$ cat src/prgc_params.svh
// Register offsets, reset values, field positions and decode constants
`ifndef PRGC_PARAMS_SVH
`define PRGC_PARAMS_SVH

// -----------------------------------------------------------------
// Register offsets
// -----------------------------------------------------------------
`define PRGC_ADDR_MAIN 8'h0C
`define PRGC_ADDR_CORE 8'h0D
`define PRGC_ADDR_LREG 8'h0E
`define PRGC_ADDR_PIRQ 8'h0F
`define PRGC_ADDR_PDIR 8'h10

// -----------------------------------------------------------------
// Reset values
// -----------------------------------------------------------------
`define PRGC_RST_MAIN_HI 7'h39
`define PRGC_RST_CORE_S0 8'h68
`define PRGC_RST_CORE_S1 8'h78
`define PRGC_RST_LREG 8'h88
`define PRGC_RST_PIRQ 8'h00
`define PRGC_RST_PDIR 8'h00
`define PRGC_READ_NONE 8'h00

// -----------------------------------------------------------------
// Field positions
// -----------------------------------------------------------------
`define PRGC_MAIN_SUPPLY 4
`define PRGC_MAIN_SLPEN 3
`define PRGC_MAIN_DISCH 2
`define PRGC_CORE_OFFSLP 7
`define PRGC_CORE_VIB 1
`define PRGC_CORE_DISCH 0
`define PRGC_LREG_B_ON 7
`define PRGC_LREG_B_SOFF 6
`define PRGC_LREG_A_ON 3
`define PRGC_LREG_A_SOFF 2

// -----------------------------------------------------------------
// Misc
// -----------------------------------------------------------------
`define PRGC_PINS 4
`define PRGC_CODE_EXT 2'h0
`define PRGC_CODE_MSB0 1'h0

`endif

$ cat src/prgc_pkg.sv
// Types shared by the power rail and pin control register bank
package prgc_pkg;

   // Power state of one linear regulator
   typedef enum logic [1:0] {
      PRGC_LDO_OFF,
      PRGC_LDO_FULL,
      PRGC_LDO_REDUCED
   } prgc_ldo_state_t;

   // Rail controls handed to the analog side
   typedef struct packed {
      logic [1:0] main_voltage_code;
      logic [1:0] undervoltage_threshold_code;
      logic main_discharge_on;
      logic processor_rail_on;
      logic [2:0] processor_voltage_code;
      logic processor_discharge_on;
      logic vibrator_driver_on;
      prgc_ldo_state_t reg_a_state;
      logic [1:0] reg_a_voltage_code;
      logic reg_a_external;
      prgc_ldo_state_t reg_b_state;
      logic [1:0] reg_b_voltage_code;
   } prgc_rail_ctrl_t;

   // Register access from the serial protocol engine
   typedef struct packed {
      logic wr;
      logic rd;
      logic [7:0] addr;
      logic [7:0] wdata;
   } prgc_req_t;

endpackage

$ cat src/prgc_ldo_ctrl.sv
// Mode decode for one linear regulator
`timescale 1ns/1ps

module prgc_ldo_ctrl (
   input wire logic clk, // System clock
   input wire logic rst, // Async reset, active high
   input wire logic on_bit, // Enable bit
   input wire logic sleep_off_bit, // Off in sleep bit
   input wire logic sleep_active, // Low-power mode active
   output prgc_pkg::prgc_ldo_state_t state // Registered regulator state
);

   prgc_pkg::prgc_ldo_state_t state_reg, state_next;

   // -----------------------------------------------------------------
   // Enable and sleep combination
   // -----------------------------------------------------------------
   always_comb begin
      if (!on_bit) begin
         state_next = prgc_pkg::PRGC_LDO_OFF;
      end else if (!sleep_active) begin
         state_next = prgc_pkg::PRGC_LDO_FULL;
      end else if (sleep_off_bit) begin
         state_next = prgc_pkg::PRGC_LDO_OFF;
      end else begin
         state_next = prgc_pkg::PRGC_LDO_REDUCED;
      end
   end

   // Regulators are on after reset, matching the register defaults
   always_ff @(posedge clk or posedge rst) begin
      if (rst) begin
         state_reg <= prgc_pkg::PRGC_LDO_FULL;
      end else begin
         state_reg <= state_next;
      end
   end

   assign state = state_reg;

endmodule

$ cat src/prgc_pin_edge.sv
// Synchroniser and edge detector for one general purpose input pin
`timescale 1ns/1ps

module prgc_pin_edge (
   input wire logic clk, // System clock
   input wire logic rst, // Async reset, active high
   input wire logic pin_in, // Raw pin level
   input wire logic rising_sel, // 1 rising, 0 falling
   input wire logic armed, // Pin is input and unmasked
   output logic level, // Synchronised level
   output logic event_pulse // One-cycle edge event
);

   logic s1_reg, s1_next;
   logic s2_reg, s2_next;
   logic s3_reg, s3_next;
   logic ev_reg, ev_next;

   // -----------------------------------------------------------------
   // Next-state logic
   // -----------------------------------------------------------------
   // Two flops before use so a slow edge yields one event only
   always_comb begin
      s1_next = pin_in;
      s2_next = s1_reg;
      s3_next = s2_reg;
      ev_next = armed & (rising_sel ? (s2_reg & ~s3_reg) : (~s2_reg & s3_reg));
   end

   always_ff @(posedge clk or posedge rst) begin
      if (rst) begin
         s1_reg <= 1'b1;
         s2_reg <= 1'b1;
         s3_reg <= 1'b1;
         ev_reg <= 1'b0;
      end else begin
         s1_reg <= s1_next;
         s2_reg <= s2_next;
         s3_reg <= s3_next;
         ev_reg <= ev_next;
      end
   end

   assign level = s2_reg;
   assign event_pulse = ev_reg;

endmodule

$ cat src/prgc_regs.sv
// Register bank for rail control and general purpose pins
// Notes on behaviour
// - Main bit 3 gates whether the sleep request pin has effect.
// - Main bit 2 discharges main rail while main converter is disabled.
// - Main two-bit code picks 2.5/2.75/3.0/3.3 V; low bit from strap.
// - Core register resets to 68h or 78h per processor strap.
// - Core bit 7 switches processor converter off during sleep.
// - Three-bit processor code gives eight levels 0.85 V to 1.6 V.
// - In sleep, processor code is zero then two sleep bits, default 10.
// - Leaving sleep restores the full three-bit processor code.
// - Core bit 1 drives the vibrator transistor.
// - Core bit 0 discharges processor rail while that converter is off.
// - Regulator enable and sleep-off pick off, full or reduced power.
// - Regulator b code picks 1.8/2.5/2.75/3.0 V, resets to 00.
// - Regulator a code 00 is external setting, else 2.5/2.75/3.0 V.
// - Regulator register resets to 88h, both regulators on.
// - Raising regulator a by ten percent or more may force power-on reset.
// - Per-pin polarity bit chooses falling or rising interrupt edge.
// - Per-pin mask bits suppress interrupts; reset unmasked.
// - Direction bits make pins input or output; reset input.
// - Output value one pulls pin low through open drain.
// - Input value bits read pin level; writes to them ignored.
// - Undervoltage code picks 2.5/2.75/3.0/3.25 V, resets to 11.
`timescale 1ns/1ps
`include "prgc_params.svh"

module prgc_regs (
   input wire logic clk, // System clock, 50 MHz
   input wire logic rst, // Async reset, active high
   input prgc_pkg::prgc_req_t req, // Register request from serial engine
   output logic [7:0] rdata, // Registered read data
   output logic rvalid, // Read data valid pulse
   input wire logic main_default_strap, // Main voltage strap
   input wire logic processor_default_strap, // Processor voltage strap
   input wire logic sleep_request_pin, // Low-power request pin
   input wire logic main_converter_on, // Main converter running
   input wire logic [3:0] gpio_in, // Pin levels
   output logic [3:0] gpio_out, // Pin drive value, always low
   output logic [3:0] gpio_oe, // Pin pull-down enables
   output logic [3:0] gpio_event, // One-cycle edge events
   output logic reg_a_raise_big, // Regulator a raised ten percent or more
   output prgc_pkg::prgc_rail_ctrl_t rail // Rail controls
);

   // -----------------------------------------------------------------
   // Declarations
   // -----------------------------------------------------------------
   logic [7:0] main_reg, main_next;
   logic [7:0] core_reg, core_next;
   logic [7:0] lreg_reg, lreg_next;
   logic [7:0] pirq_reg, pirq_next;
   logic [7:0] pdir_reg, pdir_next;
   logic [7:0] rdata_reg, rdata_next;
   logic rvalid_reg, rvalid_next;
   logic strap_done_reg, strap_done_next;
   logic sleep_reg, sleep_next;
   logic raise_reg, raise_next;
   prgc_pkg::prgc_rail_ctrl_t rail_reg, rail_next;
   logic [3:0] pin_level;
   logic [3:0] pin_armed;
   prgc_pkg::prgc_ldo_state_t ldo_a_state;
   prgc_pkg::prgc_ldo_state_t ldo_b_state;
   logic sel_main, sel_core, sel_lreg, sel_pirq, sel_pdir;

   // Register layouts, high bit first:
   // main: spare, threshold code, supply-allow, sleep gate, discharge, voltage code
   // core: off in sleep, voltage code, sleep code, vibrator, discharge
   // lreg: b on, b sleep-off, b code, a on, a sleep-off, a code
   // pirq: rising-edge selects for pins 3..0, then masks for pins 3..0
   // pdir: directions for pins 3..0, then values; input values show the pin

   // Regulator a level in tenths of a volt order; external treated as lowest
   function automatic logic [1:0] prgc_ldo_a_rank(input logic [1:0] code);
      prgc_ldo_a_rank = code;
   endfunction

   // One-hot register select, main in bit 0 up to pin direction/value
   function automatic logic [4:0] prgc_sel(input logic [7:0] a);
      prgc_sel = 5'h00;
      if (a == `PRGC_ADDR_MAIN) begin
         prgc_sel = 5'h01;
      end else if (a == `PRGC_ADDR_CORE) begin
         prgc_sel = 5'h02;
      end else if (a == `PRGC_ADDR_LREG) begin
         prgc_sel = 5'h04;
      end else if (a == `PRGC_ADDR_PIRQ) begin
         prgc_sel = 5'h08;
      end else if (a == `PRGC_ADDR_PDIR) begin
         prgc_sel = 5'h10;
      end
   endfunction

   // Value bits that belong to output pins; input pins give zero
   function automatic logic [3:0] prgc_out_bits(input logic [7:0] dv);
      prgc_out_bits = dv[3:0] & dv[7:4];
   endfunction

   // Address decode shared by the write and the read path
   assign {sel_pdir, sel_pirq, sel_lreg, sel_core, sel_main} = prgc_sel(req.addr);

   // -----------------------------------------------------------------
   // Register writes
   // -----------------------------------------------------------------
   // Straps are caught on the first clock after reset release, since an
   // async reset may only load constants
   always_comb begin
      main_next = main_reg;
      core_next = core_reg;
      lreg_next = lreg_reg;
      pirq_next = pirq_reg;
      pdir_next = pdir_reg;
      strap_done_next = 1'b1;
      if (!strap_done_reg) begin
         main_next = {`PRGC_RST_MAIN_HI, main_default_strap};
         core_next = processor_default_strap ? `PRGC_RST_CORE_S1 : `PRGC_RST_CORE_S0;
      end else if (req.wr && sel_main) begin
         main_next = req.wdata;
      end else if (req.wr && sel_core) begin
         core_next = req.wdata;
      end else if (req.wr && sel_lreg) begin
         lreg_next = req.wdata;
      end else if (req.wr && sel_pirq) begin
         pirq_next = req.wdata;
      end else if (req.wr && sel_pdir) begin
         pdir_next[7:4] = req.wdata[7:4];
         // Only output pins keep a written value
         pdir_next[3:0] = prgc_out_bits(req.wdata);
      end
   end

   always_ff @(posedge clk or posedge rst) begin
      if (rst) begin
         main_reg <= {`PRGC_RST_MAIN_HI, 1'b0};
         core_reg <= `PRGC_RST_CORE_S0;
         lreg_reg <= `PRGC_RST_LREG;
         pirq_reg <= `PRGC_RST_PIRQ;
         pdir_reg <= `PRGC_RST_PDIR;
         strap_done_reg <= 1'b0;
      end else begin
         main_reg <= main_next;
         core_reg <= core_next;
         lreg_reg <= lreg_next;
         pirq_reg <= pirq_next;
         pdir_reg <= pdir_next;
         strap_done_reg <= strap_done_next;
      end
   end

   // -----------------------------------------------------------------
   // Read path
   // -----------------------------------------------------------------
   // Input pins show the synchronised level instead of stored bits
   always_comb begin
      rvalid_next = req.rd;
      rdata_next = `PRGC_READ_NONE;
      if (sel_main) begin
         rdata_next = main_reg;
      end else if (sel_core) begin
         rdata_next = core_reg;
      end else if (sel_lreg) begin
         rdata_next = lreg_reg;
      end else if (sel_pirq) begin
         rdata_next = pirq_reg;
      end else if (sel_pdir) begin
         rdata_next[7:4] = pdir_reg[7:4];
         rdata_next[3:0] = prgc_out_bits(pdir_reg) | (pin_level & ~pdir_reg[7:4]);
      end
      if (!req.rd) begin
         rdata_next = rdata_reg;
      end
   end

   always_ff @(posedge clk or posedge rst) begin
      if (rst) begin
         rdata_reg <= `PRGC_READ_NONE;
         rvalid_reg <= 1'b0;
      end else begin
         rdata_reg <= rdata_next;
         rvalid_reg <= rvalid_next;
      end
   end

   // -----------------------------------------------------------------
   // Sleep mode
   // -----------------------------------------------------------------
   // Pin is synchronous to clk; registered once to align with rail outputs
   always_comb begin
      sleep_next = sleep_request_pin & main_reg[`PRGC_MAIN_SLPEN];
   end

   always_ff @(posedge clk or posedge rst) begin
      if (rst) begin
         sleep_reg <= 1'b0;
      end else begin
         sleep_reg <= sleep_next;
      end
   end

   // -----------------------------------------------------------------
   // Regulator a raise warning
   // -----------------------------------------------------------------
   // Every step up of the code is treated as a ten percent or larger rise; external
   // setting counts as the lowest, so leaving it warns while regulator a is on
   always_comb begin
      raise_next = lreg_reg[`PRGC_LREG_A_ON] &&
         (prgc_ldo_a_rank(lreg_next[1:0]) > prgc_ldo_a_rank(lreg_reg[1:0]));
   end

   always_ff @(posedge clk or posedge rst) begin
      if (rst) begin
         raise_reg <= 1'b0;
      end else begin
         raise_reg <= raise_next;
      end
   end

   // -----------------------------------------------------------------
   // Rail controls
   // -----------------------------------------------------------------
   // Rail view trails register and sleep state by one edge; regulator states by two
   always_comb begin
      rail_next = rail_reg;
      rail_next.main_voltage_code = main_reg[1:0];
      rail_next.undervoltage_threshold_code = main_reg[6:5];
      rail_next.main_discharge_on = main_reg[`PRGC_MAIN_DISCH] & ~main_converter_on;
      rail_next.processor_rail_on = ~(sleep_reg & core_reg[`PRGC_CORE_OFFSLP]);
      if (sleep_reg) begin
         rail_next.processor_voltage_code = {`PRGC_CODE_MSB0, core_reg[3:2]};
      end else begin
         rail_next.processor_voltage_code = core_reg[6:4];
      end
      rail_next.processor_discharge_on =
         core_reg[`PRGC_CORE_DISCH] & sleep_reg & core_reg[`PRGC_CORE_OFFSLP];
      rail_next.vibrator_driver_on = core_reg[`PRGC_CORE_VIB];
      rail_next.reg_a_state = ldo_a_state;
      rail_next.reg_a_voltage_code = lreg_reg[1:0];
      rail_next.reg_a_external = (lreg_reg[1:0] == `PRGC_CODE_EXT);
      rail_next.reg_b_state = ldo_b_state;
      rail_next.reg_b_voltage_code = lreg_reg[5:4];
   end

   always_ff @(posedge clk or posedge rst) begin
      if (rst) begin
         rail_reg <= '0;
      end else begin
         rail_reg <= rail_next;
      end
   end

   // -----------------------------------------------------------------
   // Regulators
   // -----------------------------------------------------------------
   // Regulator a: enable and sleep-off bits in the low nibble
   prgc_ldo_ctrl u_ldo_a (
      .clk(clk),
      .rst(rst),
      .on_bit(lreg_reg[`PRGC_LREG_A_ON]),
      .sleep_off_bit(lreg_reg[`PRGC_LREG_A_SOFF]),
      .sleep_active(sleep_reg),
      .state(ldo_a_state)
   );

   // Regulator b: enable and sleep-off bits in the high nibble
   prgc_ldo_ctrl u_ldo_b (
      .clk(clk),
      .rst(rst),
      .on_bit(lreg_reg[`PRGC_LREG_B_ON]),
      .sleep_off_bit(lreg_reg[`PRGC_LREG_B_SOFF]),
      .sleep_active(sleep_reg),
      .state(ldo_b_state)
   );

   // -----------------------------------------------------------------
   // General purpose pins
   // -----------------------------------------------------------------
   // Mask set or pin driven as output disarms the edge detector
   assign pin_armed = ~pirq_reg[3:0] & ~pdir_reg[7:4];

   for (genvar i = 0; i < `PRGC_PINS; i++) begin : g_pin
      prgc_pin_edge u_edge (
         .clk(clk),
         .rst(rst),
         .pin_in(gpio_in[i]),
         .rising_sel(pirq_reg[4 + i]),
         .armed(pin_armed[i]),
         .level(pin_level[i]),
         .event_pulse(gpio_event[i])
      );
   end

   // Open drain: value one enables the pull-down on output pins
   assign gpio_out = 4'h0;
   assign gpio_oe = prgc_out_bits(pdir_reg);

   // -----------------------------------------------------------------
   // Outputs
   // -----------------------------------------------------------------
   // Data outputs come straight from their flops
   assign rdata = rdata_reg;
   assign rvalid = rvalid_reg;
   assign reg_a_raise_big = raise_reg;
   assign rail = rail_reg;

endmodule

$ cat config.mk
export PLATFORM = sky130hd
export DESIGN_NAME = prgc_regs
export DESIGN_NICKNAME = d
export VERILOG_FILES = /design/src/prgc_pkg.sv /design/src/prgc_ldo_ctrl.sv /design/src/prgc_pin_edge.sv /design/src/prgc_regs.sv
export VERILOG_INCLUDE_DIRS = /design/src
export SDC_FILE = /design/constraint.sdc
export NUM_CORES = 1
export LEC_CHECK = 0
export BUFFER_PORTS_ARGS = -buffer_cell sky130_fd_sc_hd__buf_2
export CAP_MARGIN = 20
export CORE_MARGIN = 2
export CORE_UTILIZATION = 59
export DETAILED_ROUTE_END_ITERATION = 6
export GPL_TIMING_DRIVEN = 0
export PLACE_DENSITY = 0.86
export SLEW_MARGIN = 20
export SYNTH_ARGS = -nofsm -noshare
export SYNTH_HDL_FRONTEND = slang
export SYNTH_SLANG_ARGS = --single-unit
export TNS_END_PERCENT = 50
$ cat constraint.sdc
create_clock -name clk -period 4.15 [get_ports clk]
set_input_delay 0.415 -clock clk [delete_from_list [all_inputs] [get_ports clk]]
set_output_delay 0.415 -clock clk [all_outputs]
set_load 0.02 [all_outputs]
# [Word-level counts from Yosys, hierarchy flattened]
# Cells that the tools add are included.
[totals] input_bits=28 register_bits=92 output_inout_bits=42
[classes] reduce_logical=11 n_bitwise=38 eq_ne=8 order_cmp=1 muxes=31
[ops] operator="two-way mux 8 bit" n=10
[ops] operator="equality test 8 x 4 -> 1 bit, second input constant" n=4
[ops] operator="two-way mux 5 bit" n=6
[ops] operator="two-way mux 2 bit" n=10
[ops] operator="bitwise AND 1 bit" n=17
[ops] operator="bitwise AND 4 bit" n=4
[ops] operator="NOT 1 bit" n=14
[ops] operator="equality test 8 x 5 -> 1 bit, second input constant" n=1
[ops] operator="NOT 4 bit" n=2
[ops] operator="logical AND 1 bit" n=6
[ops] operator="AND reduction 6 bit" n=1
[ops] operator="AND reduction 5 bit" n=1
[ops] operator="two-way mux 1 bit" n=4
[ops] operator="!= test 2 x 1 -> 1 bit, second input constant" n=2
[ops] operator="bitwise OR 4 bit" n=1
[ops] operator="AND reduction 4 bit" n=1
[ops] operator="two-way mux 3 bit" n=1
[ops] operator="greater-than comparator 2 bit" n=1
[ops] operator="zero test 2 bit" n=1
[ops] operator="!= test 2 bit, second input constant" n=1
[ops] operator="AND reduction 2 bit" n=1

# [Longest topological paths before layout]
[logic_depth] ltp_word=13 depth_mapped=9 depth_no_buf=9

# [Modules after synthesis]
# Synthesis repeated with hierarchy kept, for this count alone.
[hier_totals] hier_cells=307 area_unflattened_um2=3903.7
[modules_own_cells] module="prgc_regs" seq_area_each_um2=1813.0 n_inst=1 area_per_inst_um2=3230.6 cells_per_inst=265
[modules_own_cells] module="prgc_pin_edge" seq_area_each_um2=103.8 n_inst=4 area_per_inst_um2=131.4 cells_per_inst=8
[modules_own_cells] module="prgc_ldo_ctrl" seq_area_each_um2=51.3 n_inst=2 area_per_inst_um2=73.8 cells_per_inst=5

# [Worst setup path after synthesis]
# Ideal clock, no wire load.
[synth_timing] path_kind="input-to-reg" startpoint="input req[17] (netlist bit)" endpoint="register raise_reg, in the netlist reg_a_raise_big" setup_ns=0.071 slack_ns=2.241 t_required_ns=4.079 path_stages=8 arrival_ns=1.837 path_cell_list="clkbuf_1 nand2_1 nor3_4 mux2i_1 ha_1 nand2_1 nand2_1 nor2_1"
[synth_via] elab_chain_cells=7 word_cells_on_any_way=9 classes_between="order compare (1); mux (4); reduce/logical (4)"
[synth_lines] element="from (decl)" line_no="prgc_regs.sv:30" text="input prgc_pkg::prgc_req_t req,"
[synth_lines] element="logical AND 1 bit" line_no="prgc_regs.sv:120" text="end else if (req.wr && sel_lreg) begin"
[synth_lines] element="two-way mux 2 bit" line_no="prgc_regs.sv:120"
[synth_lines] element="two-way mux 2 bit" line_no="prgc_regs.sv:118" text="end else if (req.wr && sel_core) begin"
[synth_lines] element="two-way mux 2 bit (*)" line_no="prgc_regs.sv:116" text="end else if (req.wr && sel_main) begin"
[synth_lines] element="two-way mux 2 bit (*)" line_no="prgc_regs.sv:113" text="if (!strap_done_reg) begin"
[synth_lines] element="greater-than comparator 2 bit (*)" line_no="prgc_regs.sv:206" text="(prgc_ldo_a_rank(lreg_next[1:0]) > prgc_ldo_a_rank(lreg_reg[1:0]));"
[synth_lines] element="logical AND 1 bit (*)" line_no="prgc_regs.sv:205" text="raise_next = lreg_reg[`PRGC_LREG_A_ON] &&"
[synth_lines] element="named net raise_next" line_no="prgc_regs.sv:57" text="logic raise_reg, raise_next;"
[synth_lines] element="to (signal assigned)" line_no="prgc_regs.sv:213" text="raise_reg <= raise_next;"
[synth_lines] element="to (decl)" line_no="prgc_regs.sv:57"
# Mark *: on every way through the listed nets, which the timed path passes. The rest lies on a longest branch.
# A chain may end at the register's enable or synchronous reset.

# [Final worst setup path]
[layout_timing] startpoint="register strap_done_reg" endpoint="register raise_reg, in the netlist reg_a_raise_big"
[layout_via] elab_chain_cells=3
[layout_lines] element="from (decl)" line_no="prgc_regs.sv:55" text="logic strap_done_reg, strap_done_next;"
[layout_lines] element="from (signal assigned)" line_no="prgc_regs.sv:145" text="strap_done_reg <= strap_done_next;"
[layout_lines] element="two-way mux 2 bit" line_no="prgc_regs.sv:113"
[layout_lines] element="greater-than comparator 2 bit" line_no="prgc_regs.sv:206"
[layout_lines] element="logical AND 1 bit" line_no="prgc_regs.sv:205"
[layout_lines] element="named net raise_next" line_no="prgc_regs.sv:57"
# The timed path passes the listed nets, and every way through them passes these cells.

==> impl_metrics.yaml <==
status:
  status: "completed"
synthesis:
  yosysMostFrequentCell: "dfrtp_1"
  synth-edff-count: 0
  avgSynthCellArea_um2: 11.7
  yosys_register_bits: 92
  seq_area_frac_synth_pct: 60.1
  yosys.area.top_type: "dfrtp_1"
  syn_inst: 332
  yosys.area.top_type_share_pct: 44.5
  synth.area.top_cells: "dfrtp_1, dfstp_2, mux2i_1"
  synthFlopType: "dfrtp_1"
  yosysWarnings: 0
  async_reset_ff_share_pct: 100
  ys_types: 49
  syn_area_um2: 3880
  yosys-top-cells-count: "dfrtp_1, nand2_1, dfstp_2"
layout:
  final_layout_size_suffix_gt1_share_pct: 33.7
  syn2layout_area_growth_pct: 17.3
  fin_util_pct: 71.6
  largest_register_ffs: 20
  multiInputGateArea_um2: 1380
  design_area_um2: 4550
  diodes: 0
  nets: 441
  regArea_um2: 2330
  fillers: 447
floorplan:
  die_x_um: 85.1
  core_area_um2: 6350
  rows: 29
  die_h_um: 85.1
  dieArea_um2: 7240
  pin_count: 70
  initial_core_util_pct: 61.1
placement:
  place_area_um2: 4340
  dp_hpwl_um: 6570
  place_congestion: 0.895
  io_buffer_count: 64
clock_network:
  htreeDepth: 3
  ctsResizeCount: 0
  postCtsHoldBufs: 0
  worstSkewPairLatency_ns: 0.37
  cts_made_buffers: 9
  cts_tree: "done"
  post_cts_buffers: 0
  clock_path_buffers: 2
  root_buffer: "clkbuf_8"
  cts_num_sinks: 92
  clk_pin_slew_worst_paths_ns: 0.09
global_routing:
  grt_pass1_vias: 2913
  antenna_found_initial: 0
  grt_max_degree: 51
  grt_pass1_wl_um: 14700
  grt_overflow: 0
  grt_use_total_pct: 27.0
power:
  switching_share_pct: 24.9
  clockPowerShare_pct: 36.5
  power_frac_comb_pct: 8.6
  p_per_area_nw_per_um2: 378
  power.total_mw: 1.72
  switching_power_uw: 428
  p_int_mw: 1.29
  seqPwrFrac_pct: 54.9
  p_leak_nw: 2.18
  vdd_ir_drop_max_uv: 285
sta:
  hold_viol_final: 0
  slew_violations: 0
  fin_crit_ns: 2.26
  fin_skew_ns: 0.0185
  fmax_ghz: 0.442
  setup_viol: 0
  tightest_slew_ns: 0.808
  relSlewSlack_pct: 45.7
  rsz0062_at_grt: "false"
  finalSetupTns_ns: 0
  post-route-period-util_pct: 54.5
worst_setup_path:
  arrival_ns: 2.56
  path_max_fanout: 10
  crit_family: "simple AND/OR/NAND/NOR gates"
  worst-path-stages: 8
  critPathLaunchType: "register"
  cp-end-kind: "register"
  cpMostUsedCell: "nand2_1"
  critPathMaxStageDelay_ns: 0.50
  crit_type: "reg -> reg"
  path_cells: "buf_1, nand2_1, nor3_4, mux2i_1, ha_1, nand2_1, nand2_1, nor2_1"
  reg2regPathDepth: 8
  path_buf_inv: 1
  required_ns: 4.45
  crit_slowest_cell: "nor3_4"
routing:
  ant_nets: 0
  wire_per_inst_um: 18.4
  routed_wl_um: 9090
  vias_per_cell: 5.91
  drtIter0Drc: 233
  drtPass1Iterations: 5
  vias: 2916
  drc: 0
run:
  cap_viol_max_count: 0
min_path:
  hold_path_class: "in -> async"
==> worst paths after layout <==
kind                             startpoint                endpoint  slack, ns
max                          strap_done_reg         reg_a_raise_big       1.89
max in group asynchronous               rst  g_pin[0].u_edge.s3_reg       3.37
min reg2reg                u_ldo_b.state[1]                 rail[3]       0.36
min                                     rst             pirq_reg[6]       0.09
max reg2reg                  strap_done_reg         reg_a_raise_big       1.89
min in group clk                 gpio_in[1]  g_pin[1].u_edge.s1_reg       0.14
==> placed cells by master, fill, tap and decap left out, types with 5 or more instances in the layout <==
master and count:
buf_2 66, dfstp_2 23, buf_4 11, nor2_1 16, o21ai_0 7, inv_1 13, nand2_1 34, nor2b_1 10
conb_1 5, a221o_1 6, dfrtp_1 69, a21oi_1 18, nand3_1 20, clkbuf_8 11, o21ai_1 9, nor3_1 9
clkbuf_1 5, mux2i_1 13, mux2_1 8, mux2_4 8
==> worst register-to-register path: stages, from the launching register on <==
cell	delay (ns)
dfrtp_1	0.34
buf_1	0.36
nand2_1	0.22
nor3_4	0.50
mux2i_1	0.31
ha_1	0.27
nand2_1	0.06
nand2_1	0.05
nor2_1	0.10
==> layer usage <==
layer  up-vias  wire length, um  global-route usage, %
li1       1303                -                      -
met1      1445             3770                   36.4
met2       141             4530                   42.9
met3        27              558                   4.96
met4         0              230                   12.6
met5         -                0                      0
==> area by class of cell <==
class | instances | area share [%]
flip-flops and latches | 92 | 51.3
multi-input cells | 209 | 30.3
repair buffers | 65 | 7.65
clock buffers | 11 | 3.33
plain buffers | 20 | 2.78
well taps | 77 | 2.12
clock inverters | 5 | 1.32
inverters | 14 | 1.21
==> logic make-up after synthesis <==
kind of cell | share of synthesized area [%]
other | 0.194
buffers and inverters | 4.61
AO/OA/AOI/OAI | 8.87
adder cells (fa/ha/maj) | 0.645
flip-flops | 60.1
multiplexers | 9.65
AND/OR/NAND/NOR | 15.9
==> power by group through the flow <==
stage               logic (mW)  clock network, mW  registers, mW
global placement         0.141                  0          0.959
detailed placement       0.148                  0          0.960
floorplan               0.0783                  0          0.965
finish                   0.148              0.627          0.944
global route             0.163              0.663          0.947
CTS                      0.149              0.631          0.944
==> per-stage QoR <==
step	hold WS [ns]	std cells	worst slack (ns)
2_1_floorplan	0.331	335	1.38
3_3_place_gp	0.335	476	0.520
3_5_place_dp	0.342	477	1.80
4_1_cts	0.111	493	1.93
5_1_grt	0.129	493	1.63
6_report	0.0926	493	1.89
No activity file was read; power rests on OpenSTA's default activity.
